`src/adc_ctrl_pkg.sv`:
```
package adc_ctrl_pkg;
  // register indexes as printed; byte address is four times the index
  localparam logic [9:0]  IDX_RESULT      = 10'h01E;
  localparam logic [9:0]  IDX_CONV_CTRL   = 10'h01F;
  localparam logic [9:0]  IDX_PIN_CFG     = 10'h09F;
  localparam logic [9:0]  IDX_PERIPH_FLAG = 10'h00C;
  localparam logic [9:0]  IDX_PERIPH_EN   = 10'h08C;
  localparam logic [9:0]  IDX_IRQ_CTRL    = 10'h00B;

  // conversion_control fields
  localparam int          CLK_SEL_LSB     = 6;
  localparam int          CHAN_LSB        = 3;
  localparam int          GO_BIT          = 2;
  localparam int          POWER_BIT       = 0;
  // pin_configuration field sits in bits 2..0
  localparam int          PIN_ROLE_LSB    = 0;
  // done flag / enable in the peripheral registers, enables in irq control
  localparam int          DONE_BIT        = 6;
  localparam int          PERIPH_EN_BIT   = 6;
  localparam int          GLOBAL_EN_BIT   = 7;

  // reset values
  localparam logic [7:0]  CONV_CTRL_RST   = 8'h00;
  localparam logic [2:0]  PIN_CFG_RST     = 3'h0;
  localparam logic [7:0]  RESULT_RST      = 8'h00;

  // conversion clock codes and bit periods in oscillator periods
  localparam logic [1:0]  CLK_SEL_RC      = 2'h3;
  localparam int          TAD_TOSC_0      = 2;
  localparam int          TAD_TOSC_1      = 8;
  localparam int          TAD_TOSC_2      = 32;
  localparam logic [3:0]  HALF_TAD_0      = 4'(TAD_TOSC_0 / 2);
  localparam logic [3:0]  HALF_TAD_1      = 4'(TAD_TOSC_1 / 2);
  localparam logic [3:0]  HALF_TAD_2      = 4'(TAD_TOSC_2 / 2);

  // sequencing in half bit periods: 9.5 periods per result, 2 periods rest
  localparam logic [4:0]  CONV_HALVES     = 5'd19;
  localparam logic [4:0]  FIRST_RESOLVE   = 5'd4;
  localparam logic [4:0]  HOLDOFF_HALVES  = 5'd4;
  localparam logic [7:0]  SMALL_PKG_MASK  = 8'h1F;

  typedef enum logic [1:0] {ST_IDLE, ST_CONV, ST_HOLDOFF} conv_st_t;
endpackage : adc_ctrl_pkg

```
`src/sar_adc_control.sv`:
```
// Local design decision: the AHB-Lite interface to the registers.
`timescale 1ns/100ps
// What this block does, and what software must do around it
// converts selected input to 8-bit unsigned result
// sample-hold feeds SAR, one bit at a time
// reference selectable: supply or reference pin
// sleep conversion only with private RC clock
// clock select field in control bits 7-6
// channel select bits 5-3 pick one of eight
// channels 5-7 only in large package
// writing go with power on starts conversion
// hardware clears go at completion
// power bit enables converter, clear shuts off
// unimplemented bits read zero, ignore writes
// pin role field sets analog/digital/reference pins
// analog pins routed to converter, others digital
// software configures pins before powering converter
// software waits acquisition time before go
// bit period derived from selected conversion clock
// two bit periods rest before next acquisition
// done flag set; interrupt when all enables set
// software polls go or takes interrupt
// software reads result, clears done flag
// codes give 2, 8, 32 Tosc or RC
// full conversion takes 9.5 bit periods
// clearing go aborts, result keeps old value
// sleep without RC aborts, powers off, bit stays
// result, go clear, done flag same cycle
module sar_adc_control (
  input  wire logic        hclk,           // system clock, 100 MHz
  input  wire logic        hresetn,        // async reset, active low
  input  wire logic        hsel,           // slave select
  input  wire logic [31:0] haddr,          // byte address
  input  wire logic [1:0]  htrans,         // transfer type
  input  wire logic        hwrite,         // write when high
  input  wire logic [2:0]  hsize,          // word only
  input  wire logic [31:0] hwdata,         // write data
  input  wire logic        hready,         // bus ready
  output logic      [31:0] hrdata,         // read data
  output logic             hreadyout,      // always ready
  output logic             hresp,          // always okay
  input  wire logic        cmp_in,         // comparator: input >= trial code
  input  wire logic        rc_clk_in,      // private rc oscillator
  input  wire logic        sleep_mode,     // core asleep
  input  wire logic        large_pkg,      // eight channel package
  output logic      [7:0]  analog_pin_en,  // per channel analog routing
  output logic      [2:0]  channel_select, // mux select
  output logic             chan_present,   // selected channel bonded out
  output logic             ref_from_pin,   // reference from reference pin
  output logic             conv_power_on,  // converter powered
  output logic             sample_hold,    // high holds the sample
  output logic      [7:0]  dac_code,       // current trial code
  output logic             conv_irq        // converter interrupt request
);

  typedef struct packed {
    adc_ctrl_pkg::conv_st_t st;
    logic [1:0]             conv_clock_select;
    logic [2:0]             chan;
    logic                   go;
    logic                   power;
    logic [2:0]             pin_role_select;
    logic [7:0]             conversion_result;
    logic                   flag;
    logic                   irq_en;
    logic                   periph_en;
    logic                   global_en;
    logic [7:0]             sar;
    logic [7:0]             probe;
    logic [4:0]             half_cnt;
    logic [3:0]             div_cnt;
    logic                   cmp_s1;
    logic                   cmp_s2;
    logic                   rc_s1;
    logic                   rc_s2;
    logic                   rc_s3;
    logic                   wr_pend;
    logic [9:0]             wr_idx;
    logic [31:0]            rdata;
  } state_t;

  state_t     s_reg;
  state_t     s_next;
  logic       tick;
  logic       done_evt;
  logic       abort_evt;
  logic       sleep_abort;
  logic       taken;
  logic [3:0] half_lim;
  logic [7:0] final_code;
  logic [7:0] role_mask;
  logic       role_ref;
  logic [9:0] rd_idx;

  // pin roles: analog channel mask and reference source per code
  always_comb begin
    role_mask = 8'h00;
    role_ref  = 1'b0;
    case (s_reg.pin_role_select)
      3'h0: begin role_mask = 8'hFF; role_ref = 1'b0; end
      3'h1: begin role_mask = 8'hF7; role_ref = 1'b1; end
      3'h2: begin role_mask = 8'h1F; role_ref = 1'b0; end
      3'h3: begin role_mask = 8'h17; role_ref = 1'b1; end
      3'h4: begin role_mask = 8'h0B; role_ref = 1'b0; end
      3'h5: begin role_mask = 8'h03; role_ref = 1'b1; end
      default: begin role_mask = 8'h00; role_ref = 1'b0; end
    endcase
  end

  // half bit period length per clock code; rc uses both edges instead
  always_comb begin
    case (s_reg.conv_clock_select)
      2'h0:    half_lim = adc_ctrl_pkg::HALF_TAD_0;
      2'h1:    half_lim = adc_ctrl_pkg::HALF_TAD_1;
      default: half_lim = adc_ctrl_pkg::HALF_TAD_2;
    endcase
  end

  assign sleep_abort = sleep_mode && (s_reg.conv_clock_select != adc_ctrl_pkg::CLK_SEL_RC);
  assign tick = (s_reg.conv_clock_select == adc_ctrl_pkg::CLK_SEL_RC)
              ? (s_reg.rc_s2 ^ s_reg.rc_s3)
              : (s_reg.div_cnt == half_lim - 4'h1);
  assign final_code = (s_reg.cmp_s2 ? s_reg.sar : (s_reg.sar & ~s_reg.probe));
  assign taken = hsel && htrans[1] && hready;
  assign rd_idx = haddr[11:2];

  // next state: bus writes first, then the sequencer so hardware wins
  always_comb begin
    s_next        = s_reg;
    done_evt      = 1'b0;
    abort_evt     = 1'b0;
    s_next.cmp_s1 = cmp_in;
    s_next.cmp_s2 = s_reg.cmp_s1;
    s_next.rc_s1  = rc_clk_in;
    s_next.rc_s2  = s_reg.rc_s1;
    s_next.rc_s3  = s_reg.rc_s2;
    s_next.div_cnt = tick ? 4'h0 : s_reg.div_cnt + 4'h1;
    // data phase of a write
    if (s_reg.wr_pend) begin
      case (s_reg.wr_idx)
        adc_ctrl_pkg::IDX_CONV_CTRL: begin
          s_next.conv_clock_select = hwdata[adc_ctrl_pkg::CLK_SEL_LSB +: 2];
          s_next.chan  = hwdata[adc_ctrl_pkg::CHAN_LSB +: 3];
          s_next.power = hwdata[adc_ctrl_pkg::POWER_BIT];
          // go only takes a one while the converter was already powered or go was already set
          s_next.go = hwdata[adc_ctrl_pkg::GO_BIT] && (s_reg.power || s_reg.go);
        end
        adc_ctrl_pkg::IDX_PIN_CFG:
          s_next.pin_role_select = hwdata[adc_ctrl_pkg::PIN_ROLE_LSB +: 3];
        adc_ctrl_pkg::IDX_RESULT:
          s_next.conversion_result = hwdata[7:0];
        adc_ctrl_pkg::IDX_PERIPH_FLAG:
          s_next.flag = hwdata[adc_ctrl_pkg::DONE_BIT];
        adc_ctrl_pkg::IDX_PERIPH_EN:
          s_next.irq_en = hwdata[adc_ctrl_pkg::DONE_BIT];
        adc_ctrl_pkg::IDX_IRQ_CTRL: begin
          s_next.periph_en = hwdata[adc_ctrl_pkg::PERIPH_EN_BIT];
          s_next.global_en = hwdata[adc_ctrl_pkg::GLOBAL_EN_BIT];
        end
        default: ;
      endcase
    end
    // conversion sequencer counting in half bit periods
    case (s_reg.st)
      adc_ctrl_pkg::ST_IDLE: begin
        if (s_reg.go && s_reg.power && !sleep_abort) begin
          s_next.st       = adc_ctrl_pkg::ST_CONV;
          s_next.sar      = 8'h80;
          s_next.probe    = 8'h80;
          s_next.half_cnt = 5'd0;
          s_next.div_cnt  = 4'h0;
        end
      end
      adc_ctrl_pkg::ST_CONV: begin
        if (!s_next.go || !s_reg.power || sleep_abort) begin
          abort_evt       = 1'b1;
          s_next.go       = 1'b0;
          s_next.st       = adc_ctrl_pkg::ST_HOLDOFF;
          s_next.half_cnt = 5'd0;
          s_next.div_cnt  = 4'h0;
        end else if (tick) begin
          s_next.half_cnt = s_reg.half_cnt + 5'd1;
          // resolve one bit at each tick with an even half_cnt from 4 to 18
          if (s_reg.half_cnt >= adc_ctrl_pkg::FIRST_RESOLVE && !s_reg.half_cnt[0]) begin
            s_next.sar   = final_code | (s_reg.probe >> 1);
            s_next.probe = s_reg.probe >> 1;
          end
          if (s_reg.half_cnt == adc_ctrl_pkg::CONV_HALVES - 5'd1) begin
            done_evt                 = 1'b1;
            s_next.conversion_result = final_code;
            s_next.go                = 1'b0;
            s_next.flag              = 1'b1;
            s_next.st                = adc_ctrl_pkg::ST_HOLDOFF;
            s_next.half_cnt          = 5'd0;
          end
        end
      end
      adc_ctrl_pkg::ST_HOLDOFF: begin
        // a new go is kept but waits for the rest period to end
        if (tick) begin
          s_next.half_cnt = s_reg.half_cnt + 5'd1;
          if (s_reg.half_cnt == adc_ctrl_pkg::HOLDOFF_HALVES - 5'd1) begin
            s_next.st = adc_ctrl_pkg::ST_IDLE;
          end
        end
      end
      default: s_next.st = adc_ctrl_pkg::ST_IDLE;
    endcase
    // address phase: latch writes, answer reads from the updated copy
    s_next.wr_pend = taken && hwrite;
    if (taken && hwrite) begin
      s_next.wr_idx = rd_idx;
    end
    if (taken && !hwrite) begin
      s_next.rdata = 32'h0000_0000;                             // unmapped reads zero
      case (rd_idx)
        adc_ctrl_pkg::IDX_CONV_CTRL:
          s_next.rdata[7:0] = {s_next.conv_clock_select, s_next.chan, s_next.go,
                               1'b0, s_next.power};
        adc_ctrl_pkg::IDX_PIN_CFG:     s_next.rdata[7:0] = {5'h00, s_next.pin_role_select};
        adc_ctrl_pkg::IDX_RESULT:      s_next.rdata[7:0] = s_next.conversion_result;
        adc_ctrl_pkg::IDX_PERIPH_FLAG: s_next.rdata[adc_ctrl_pkg::DONE_BIT] = s_next.flag;
        adc_ctrl_pkg::IDX_PERIPH_EN:   s_next.rdata[adc_ctrl_pkg::DONE_BIT] = s_next.irq_en;
        adc_ctrl_pkg::IDX_IRQ_CTRL: begin
          s_next.rdata[adc_ctrl_pkg::PERIPH_EN_BIT] = s_next.periph_en;
          s_next.rdata[adc_ctrl_pkg::GLOBAL_EN_BIT] = s_next.global_en;
        end
        default: ;
      endcase
    end
  end

  // one register for all state
  always_ff @(posedge hclk or negedge hresetn) begin
    if (!hresetn) begin
      s_reg                   <= '0;
      s_reg.st                <= adc_ctrl_pkg::ST_IDLE;
      s_reg.conv_clock_select <= adc_ctrl_pkg::CONV_CTRL_RST[7:6];
      s_reg.pin_role_select   <= adc_ctrl_pkg::PIN_CFG_RST;
      s_reg.conversion_result <= adc_ctrl_pkg::RESULT_RST;
    end else begin
      s_reg <= s_next;
    end
  end

  // outputs; power stays set in the register while sleep without the rc clock shuts it off
  assign hrdata         = s_reg.rdata;
  assign hreadyout      = 1'b1;
  assign hresp          = 1'b0;
  assign analog_pin_en  = role_mask & (large_pkg ? 8'hFF : adc_ctrl_pkg::SMALL_PKG_MASK);
  assign channel_select = s_reg.chan;
  assign chan_present   = large_pkg || (s_reg.chan < 3'd5);
  assign ref_from_pin   = role_ref;
  assign conv_power_on  = s_reg.power && !sleep_abort;
  assign sample_hold    = (s_reg.st == adc_ctrl_pkg::ST_CONV);
  assign dac_code       = s_reg.sar;
  assign conv_irq       = s_reg.flag && s_reg.irq_en && s_reg.periph_en && s_reg.global_en;

  // helper counters for timing checks
  logic [7:0] conv_len;
  logic [7:0] hold_len;
  always_ff @(posedge hclk or negedge hresetn) begin
    if (!hresetn) begin
      conv_len <= 8'h00;
      hold_len <= 8'h00;
    end else begin
      conv_len <= (s_reg.st == adc_ctrl_pkg::ST_CONV) ? conv_len + 8'h01 : 8'h00;
      hold_len <= (s_reg.st == adc_ctrl_pkg::ST_HOLDOFF) ? hold_len + 8'h01 : 8'h00;
    end
  end
endmodule : sar_adc_control

```
`config.mk`:
```
export PLATFORM = sky130hd
export DESIGN_NAME = sar_adc_control
export DESIGN_NICKNAME = d
export VERILOG_FILES = /design/src/adc_ctrl_pkg.sv /design/src/sar_adc_control.sv
export SDC_FILE = /design/constraint.sdc
export NUM_CORES = 1
export LEC_CHECK = 0
export ABC_CLOCK_PERIOD_IN_PS = 3860
export BUFFER_PORTS_ARGS = -buffer_cell sky130_fd_sc_hd__buf_2
export CORE_MARGIN = 1.5
export CORE_UTILIZATION = 53
export CTS_BUF_LIST = sky130_fd_sc_hd__clkbuf_8
export CTS_CLUSTER_SIZE = 24
export DETAILED_ROUTE_END_ITERATION = 7
export PLACE_DENSITY = 0.83
export SLEW_MARGIN = 15
export SYNTH_ARGS = -nofsm -noshare
export SYNTH_HDL_FRONTEND = slang
export SYNTH_SLANG_ARGS = --single-unit
```
`constraint.sdc`:
```
create_clock -name hclk -period 3.86 [get_ports hclk]
set_input_delay 0.965 -clock hclk [delete_from_list [all_inputs] [get_ports hclk]]
set_output_delay 0.965 -clock hclk [all_outputs]
set_load 0.05 [all_outputs]
```
=== After elaboration in Yosys (flattened, before gate mapping) ===
Index checks and enable logic that the tools add are counted.

* Reduce and logical (&&, ||, !) cells: 31
* Bitwise gates (word level): 5
* Equality and inequality tests: 33
* Muxes and demuxes: 43
* Order comparisons: 2
* $add $sub $neg: 3

{| class="wikitable"
|+ Operator list
! kind !! count
|-
| $pmux 8 s6 || 1
|-
| $eq 10x4->1 const B || 4
|-
| $eq 10x5->1 const B || 4
|-
| $eq 10x8->1 const B || 4
|-
| $mux 9 || 4
|-
| $mux 16 || 2
|-
| $pmux 16 s2 || 1
|-
| $mux 25 || 1
|-
| $mux 8 || 3
|-
| $mux 22 || 1
|-
| $mux 21 || 1
|-
| $pmux 6 s3 || 1
|-
| $and 8x8->8 || 2
|-
| $mux 5 || 3
|-
| $pmux 5 s3 || 1
|-
| $mux 2 || 7
|-
| $logic_and 1x1->1 || 13
|-
| $ne 2x2->1 const B || 5
|-
| $reduce_and 5->1 || 2
|-
| $mux 1 || 8
|-
| $mux 4 || 2
|-
| $not 8->8 || 1
|-
| $or 8x7->8 || 1
|-
| $pmux 4 s2 || 1
|-
| other kinds (30) || 44
|}

* Register bits after elaboration: 73
* Logic and storage cells: 140

=== Longest topological paths before layout ===
* Word-level depth: 10
* Depth in mapped cells: 8

=== Least setup slack after synthesis ===
Ideal clock, no wire load.

* Kind: in2out
* Start: input large_pkg
* End: output analog_pin_en[6]
* Required time: 2.895 ns
* Data arrival time: 2.521 ns
* Path slack: 0.374 ns
* Path buffers: 1
* Cell stages on the path: 3
* Cell sequence: inv_1 nor3_1 buf_4

* Cells in the longest elaborated chain, start to end: 2

{| class="wikitable"
|+ Ends and longest elaborated chain
! element !! line !! source
|-
| from (decl) || sar_adc_control.sv:45 || <nowiki>input wire logic large_pkg,</nowiki>
|-
| $mux 8 || sar_adc_control.sv:250 || <nowiki>assign analog_pin_en = role_mask & (large_pkg ? 8'hFF : adc_ctrl_pkg::SMALL_PKG_MASK);</nowiki>
|-
| $and 8x8->8 || sar_adc_control.sv:250 ||
|-
| to (decl) || sar_adc_control.sv:46 || <nowiki>output logic [7:0] analog_pin_en,</nowiki>
|}

Every way passes these cells.

=== Worst setup path after layout ===
* Start: input haddr[7]
* End: register s_reg, in the netlist hrdata[6]

* Cells in the longest elaborated chain, start to end: 2
* Elaborated cells on any way between the ends: 6
* Classes of those cells: eq/ne: 5; mux: 1

{| class="wikitable"
|+ Ends and longest elaborated chain
! element !! line !! source
|-
| from (decl) || sar_adc_control.sv:33 || <nowiki>input wire logic [31:0] haddr,</nowiki>
|-
| $eq 10x4->1 (tied with other cells) || sar_adc_control.sv:216 || <nowiki>case (rd_idx)</nowiki>
|-
| $pmux 1 s5 (*) || sar_adc_control.sv:216 ||
|-
| to (signal assigned) || sar_adc_control.sv:242 || <nowiki>s_reg <= s_next;</nowiki>
|-
| to (decl) || sar_adc_control.sv:82 || <nowiki>state_t s_reg;</nowiki>
|}

Mark *: on every way between the ends. The rest lies on a longest branch, timed or not.
A chain may end at the register's enable or synchronous reset.

==> results.yml <==
yosys:
  yosysUniqueCellTypes: 61
  syn_area_per_cell_sq_um: 9.673
  yosysTopAreaCell: "dfrtp_1"
  yosysSeqAreaShare_pct: 43.82
  syn_inst: 431
  yosys_warnings: 0
  synth.area.top_cells: "dfrtp_1 44%, buf_4 8.8%, nand2_1 5.6%, mux2_2 5.1%, mux2i_1 4.6%"
  synth_edf_count: 0
  ys_seq_elements: 73
  ys.flop_type: "dfrtp_1"
  synth_area_sq_mm: 0.004169
  yosys.area.top_type_share_pct: 43.82
  async_flop_share_pct: 100.0
setup_path:
  crit_buf_inv: 1
  cp.required_ns: 4.12
  arrival_ns: 3.39
  cp_top_family: "simple AND/OR/NAND/NOR gates"
  cpPeakStageDelay_ns: 0.74
  worstPathCellList: "buf_2 > or4b_2 > or4b_2 > nor3_1 > nand2_1 > mux2_2 > a31oi_1"
  crit_path_top_delay_cell: "or4b_2"
  path_common_cell: "or4b_2"
  path_max_fanout: 4
  worstSetupStartpointType: "primary input"
  critical_path_class: "in -> reg"
  end_kind: "flip-flop"
clock_tree:
  clk_pin_slew_ns: 0.09
  post_cts_buffers: 0
  hold_buffers: 0
  htreeDepth: 3
  insertion_delay_ns: 0.35
  clockRootBuffer: "clkbuf_8"
  cts_sinks: 73
  cts_max_path_buffers: 2
  numCtsBuffers: 9
  cts_tree: "yes"
  cts_resized: 0
drt:
  drc: 0
  routedWlPerCell_um: 15.27
  totalWireLength_um: 8855
  vias_per_cell: 5.552
  ant_nets: 0
  drt_first_pass_iters: 5
  drt-initial-drc-count: 144
  num_vias: 3220
layout:
  multi_input_area_sq_mm: 0.001916
  drive_gt1_share_pct: 24.69
  final_cell_mix: "73 x dfrtp_1, 62 x nand2_1, 59 x buf_2, 28 x inv_1, 27 x nor2_1"
  syn2layout_area_growth_pct: 8.013
  mostFrequentLayoutCell: "dfrtp_1"
  fillers: 658
  nets: 559
  fin_cells: 580
  diodes: 0
  seqCellArea_sq_mm: 0.001827
  largest_reg_flops: 51
outcome:
  run_status: "finished, final reports clean"
sta:
  finalSetupViolations: 0
  worst_slew_pin_slew_ns: 0.9549
  final_hold_viol_count: 0
  post-route-min-period_ns: 3.133
  fin_crit_sh_pct: 81.17
  rsz0062_at_grt: "no"
  slew_headroom_pct: 35.53
  fmax_ghz: 0.3192
  finalMaxSlewViolations: 0
  worst_clock_skew_ns: 0.01296
  finalSetupTns_ns: 0
global_routing:
  grt_first_pass_wirelength_um: 14860
  antenna_found_initial: 0
  grt_pass1_vias: 3110
  grt-ovfl-total: 0
  grt_util_all_layers_pct: 22.24
  grt_max_degree: 38
power:
  powerDensity_mw_per_mm2: 370.3
  p_leak_nw: 2.253
  vdd_drop_max_v: 0.0001940
place:
  dp_hpwl_um: 6705
  portBuffers: 59
  gp_congestion: 0.8409
  dp_cells: 564
floorplan:
  initial_core_util_pct: 54.23
  coreArea_sq_mm: 0.007687
  fp.dieArea_sq_mm: 0.008407
  die_height_um: 91.69
  std_cell_rows: 32
  num_io_pins: 136
  die-width_um: 91.69
worst_hold_path:
  min-delay-path-class: "reg -> reg"
run:
  cap_violations: 0
## metal layers
layer	global-route usage, %	vias to the layer above	part of all wire, %
met5	0	-	0
met4	8.590	0	1.5
met3	3.234	12	5.2
met2	36.75	113	49
met1	29.69	1576	44
li1	-	1519	-
## cell usage after synthesis, types with 4 or more instances
| cell | n |
|---|---|
| dfrtp_1 | 73 |
| nand2_1 | 62 |
| buf_4 | 49 |
| inv_1 | 28 |
| nor2_1 | 27 |
| mux2_2 | 19 |
| mux2i_1 | 19 |
| o21ai_0 | 15 |
| nand2b_1 | 10 |
| nor3_1 | 9 |
| a21oi_1 | 8 |
| ha_1 | 8 |
| nand4_1 | 8 |
| nand3_1 | 7 |
| o211ai_1 | 7 |
| clkbuf_1 | 6 |
| a221o_2 | 5 |
| and3_1 | 4 |
| nor2b_1 | 4 |
## worst paths after layout
kind | slack [ns] | cells after the start | to | start
setup / recovery | 0.73 | 7 | hrdata[6]$_DFFE_PN0P_ | haddr[7]
max in group asynchronous | 2.37 | 2 | s_reg[57]$_DFFE_PN0P_ | hresetn
min in group asynchronous | 0.71 | 1 | channel_select[0]$_DFF_PN0_ | hresetn
setup reg to reg | 1.01 | 6 | dac_code[0]$_DFFE_PN0P_ | s_reg[41]$_DFFE_PN0P_
hold / removal | 0.37 | 0 | s_reg[46]$_DFF_PN0_ | s_next[46]$_DFF_PN0_
hold reg to reg | 0.37 | 0 | s_reg[46]$_DFF_PN0_ | s_next[46]$_DFF_PN0_
## metrics by stage
| step | worst slack [ns] | cell area (sq um) | total power (W) | hold slack (ns) | utilization, % |
|---|---|---|---|---|---|
| floorplan | 0.3740 | 4259 | 0.001063 | 0.3312 | - |
| global placement | 0.4621 | 4319 | 0.001107 | 0.3326 | 56.18 |
| detailed placement | 0.3801 | 4319 | 0.001120 | 0.3504 | 56.18 |
| CTS | 0.7382 | 4503 | 0.001681 | 0.3721 | 58.58 |
| global route | 0.6288 | 4503 | 0.001742 | 0.3825 | 58.58 |
| finish | 0.7269 | 4503 | 0.001667 | 0.3672 | 58.58 |
## area by class of cell
| cell class | instances | share of cell area [%] |
|---|---|---|
| sequential | 73 | 40.57 |
| inverter | 29 | 2.417 |
| tap | 102 | 2.834 |
| timing repair buffer | 65 | 7.558 |
| clock buffer | 9 | 2.751 |
| multi-input combinational | 295 | 42.54 |
| clock inverter | 7 | 1.334 |
## kinds of logic after synthesis
family	count (synthesis)	share of synthesized area [%]
simple gates	153	18.76
buf+inv	87	12.54
flops	73	43.82
compound gates	67	11.98
mux	38	9.694
fa+ha+maj	8	2.401
xor+xnor	3	0.6304
other cells	2	0.1801
## power breakdown
group	total (W)	leakage (nW)	switching, W	internal [W]
clock network	0.000563	0.0901	0.000317	0.000245
registers	0.000843	0.928	0.0000413	0.000802
logic	0.000262	1.23	0.000196	0.0000658
(Power assumes the default switching activity.)
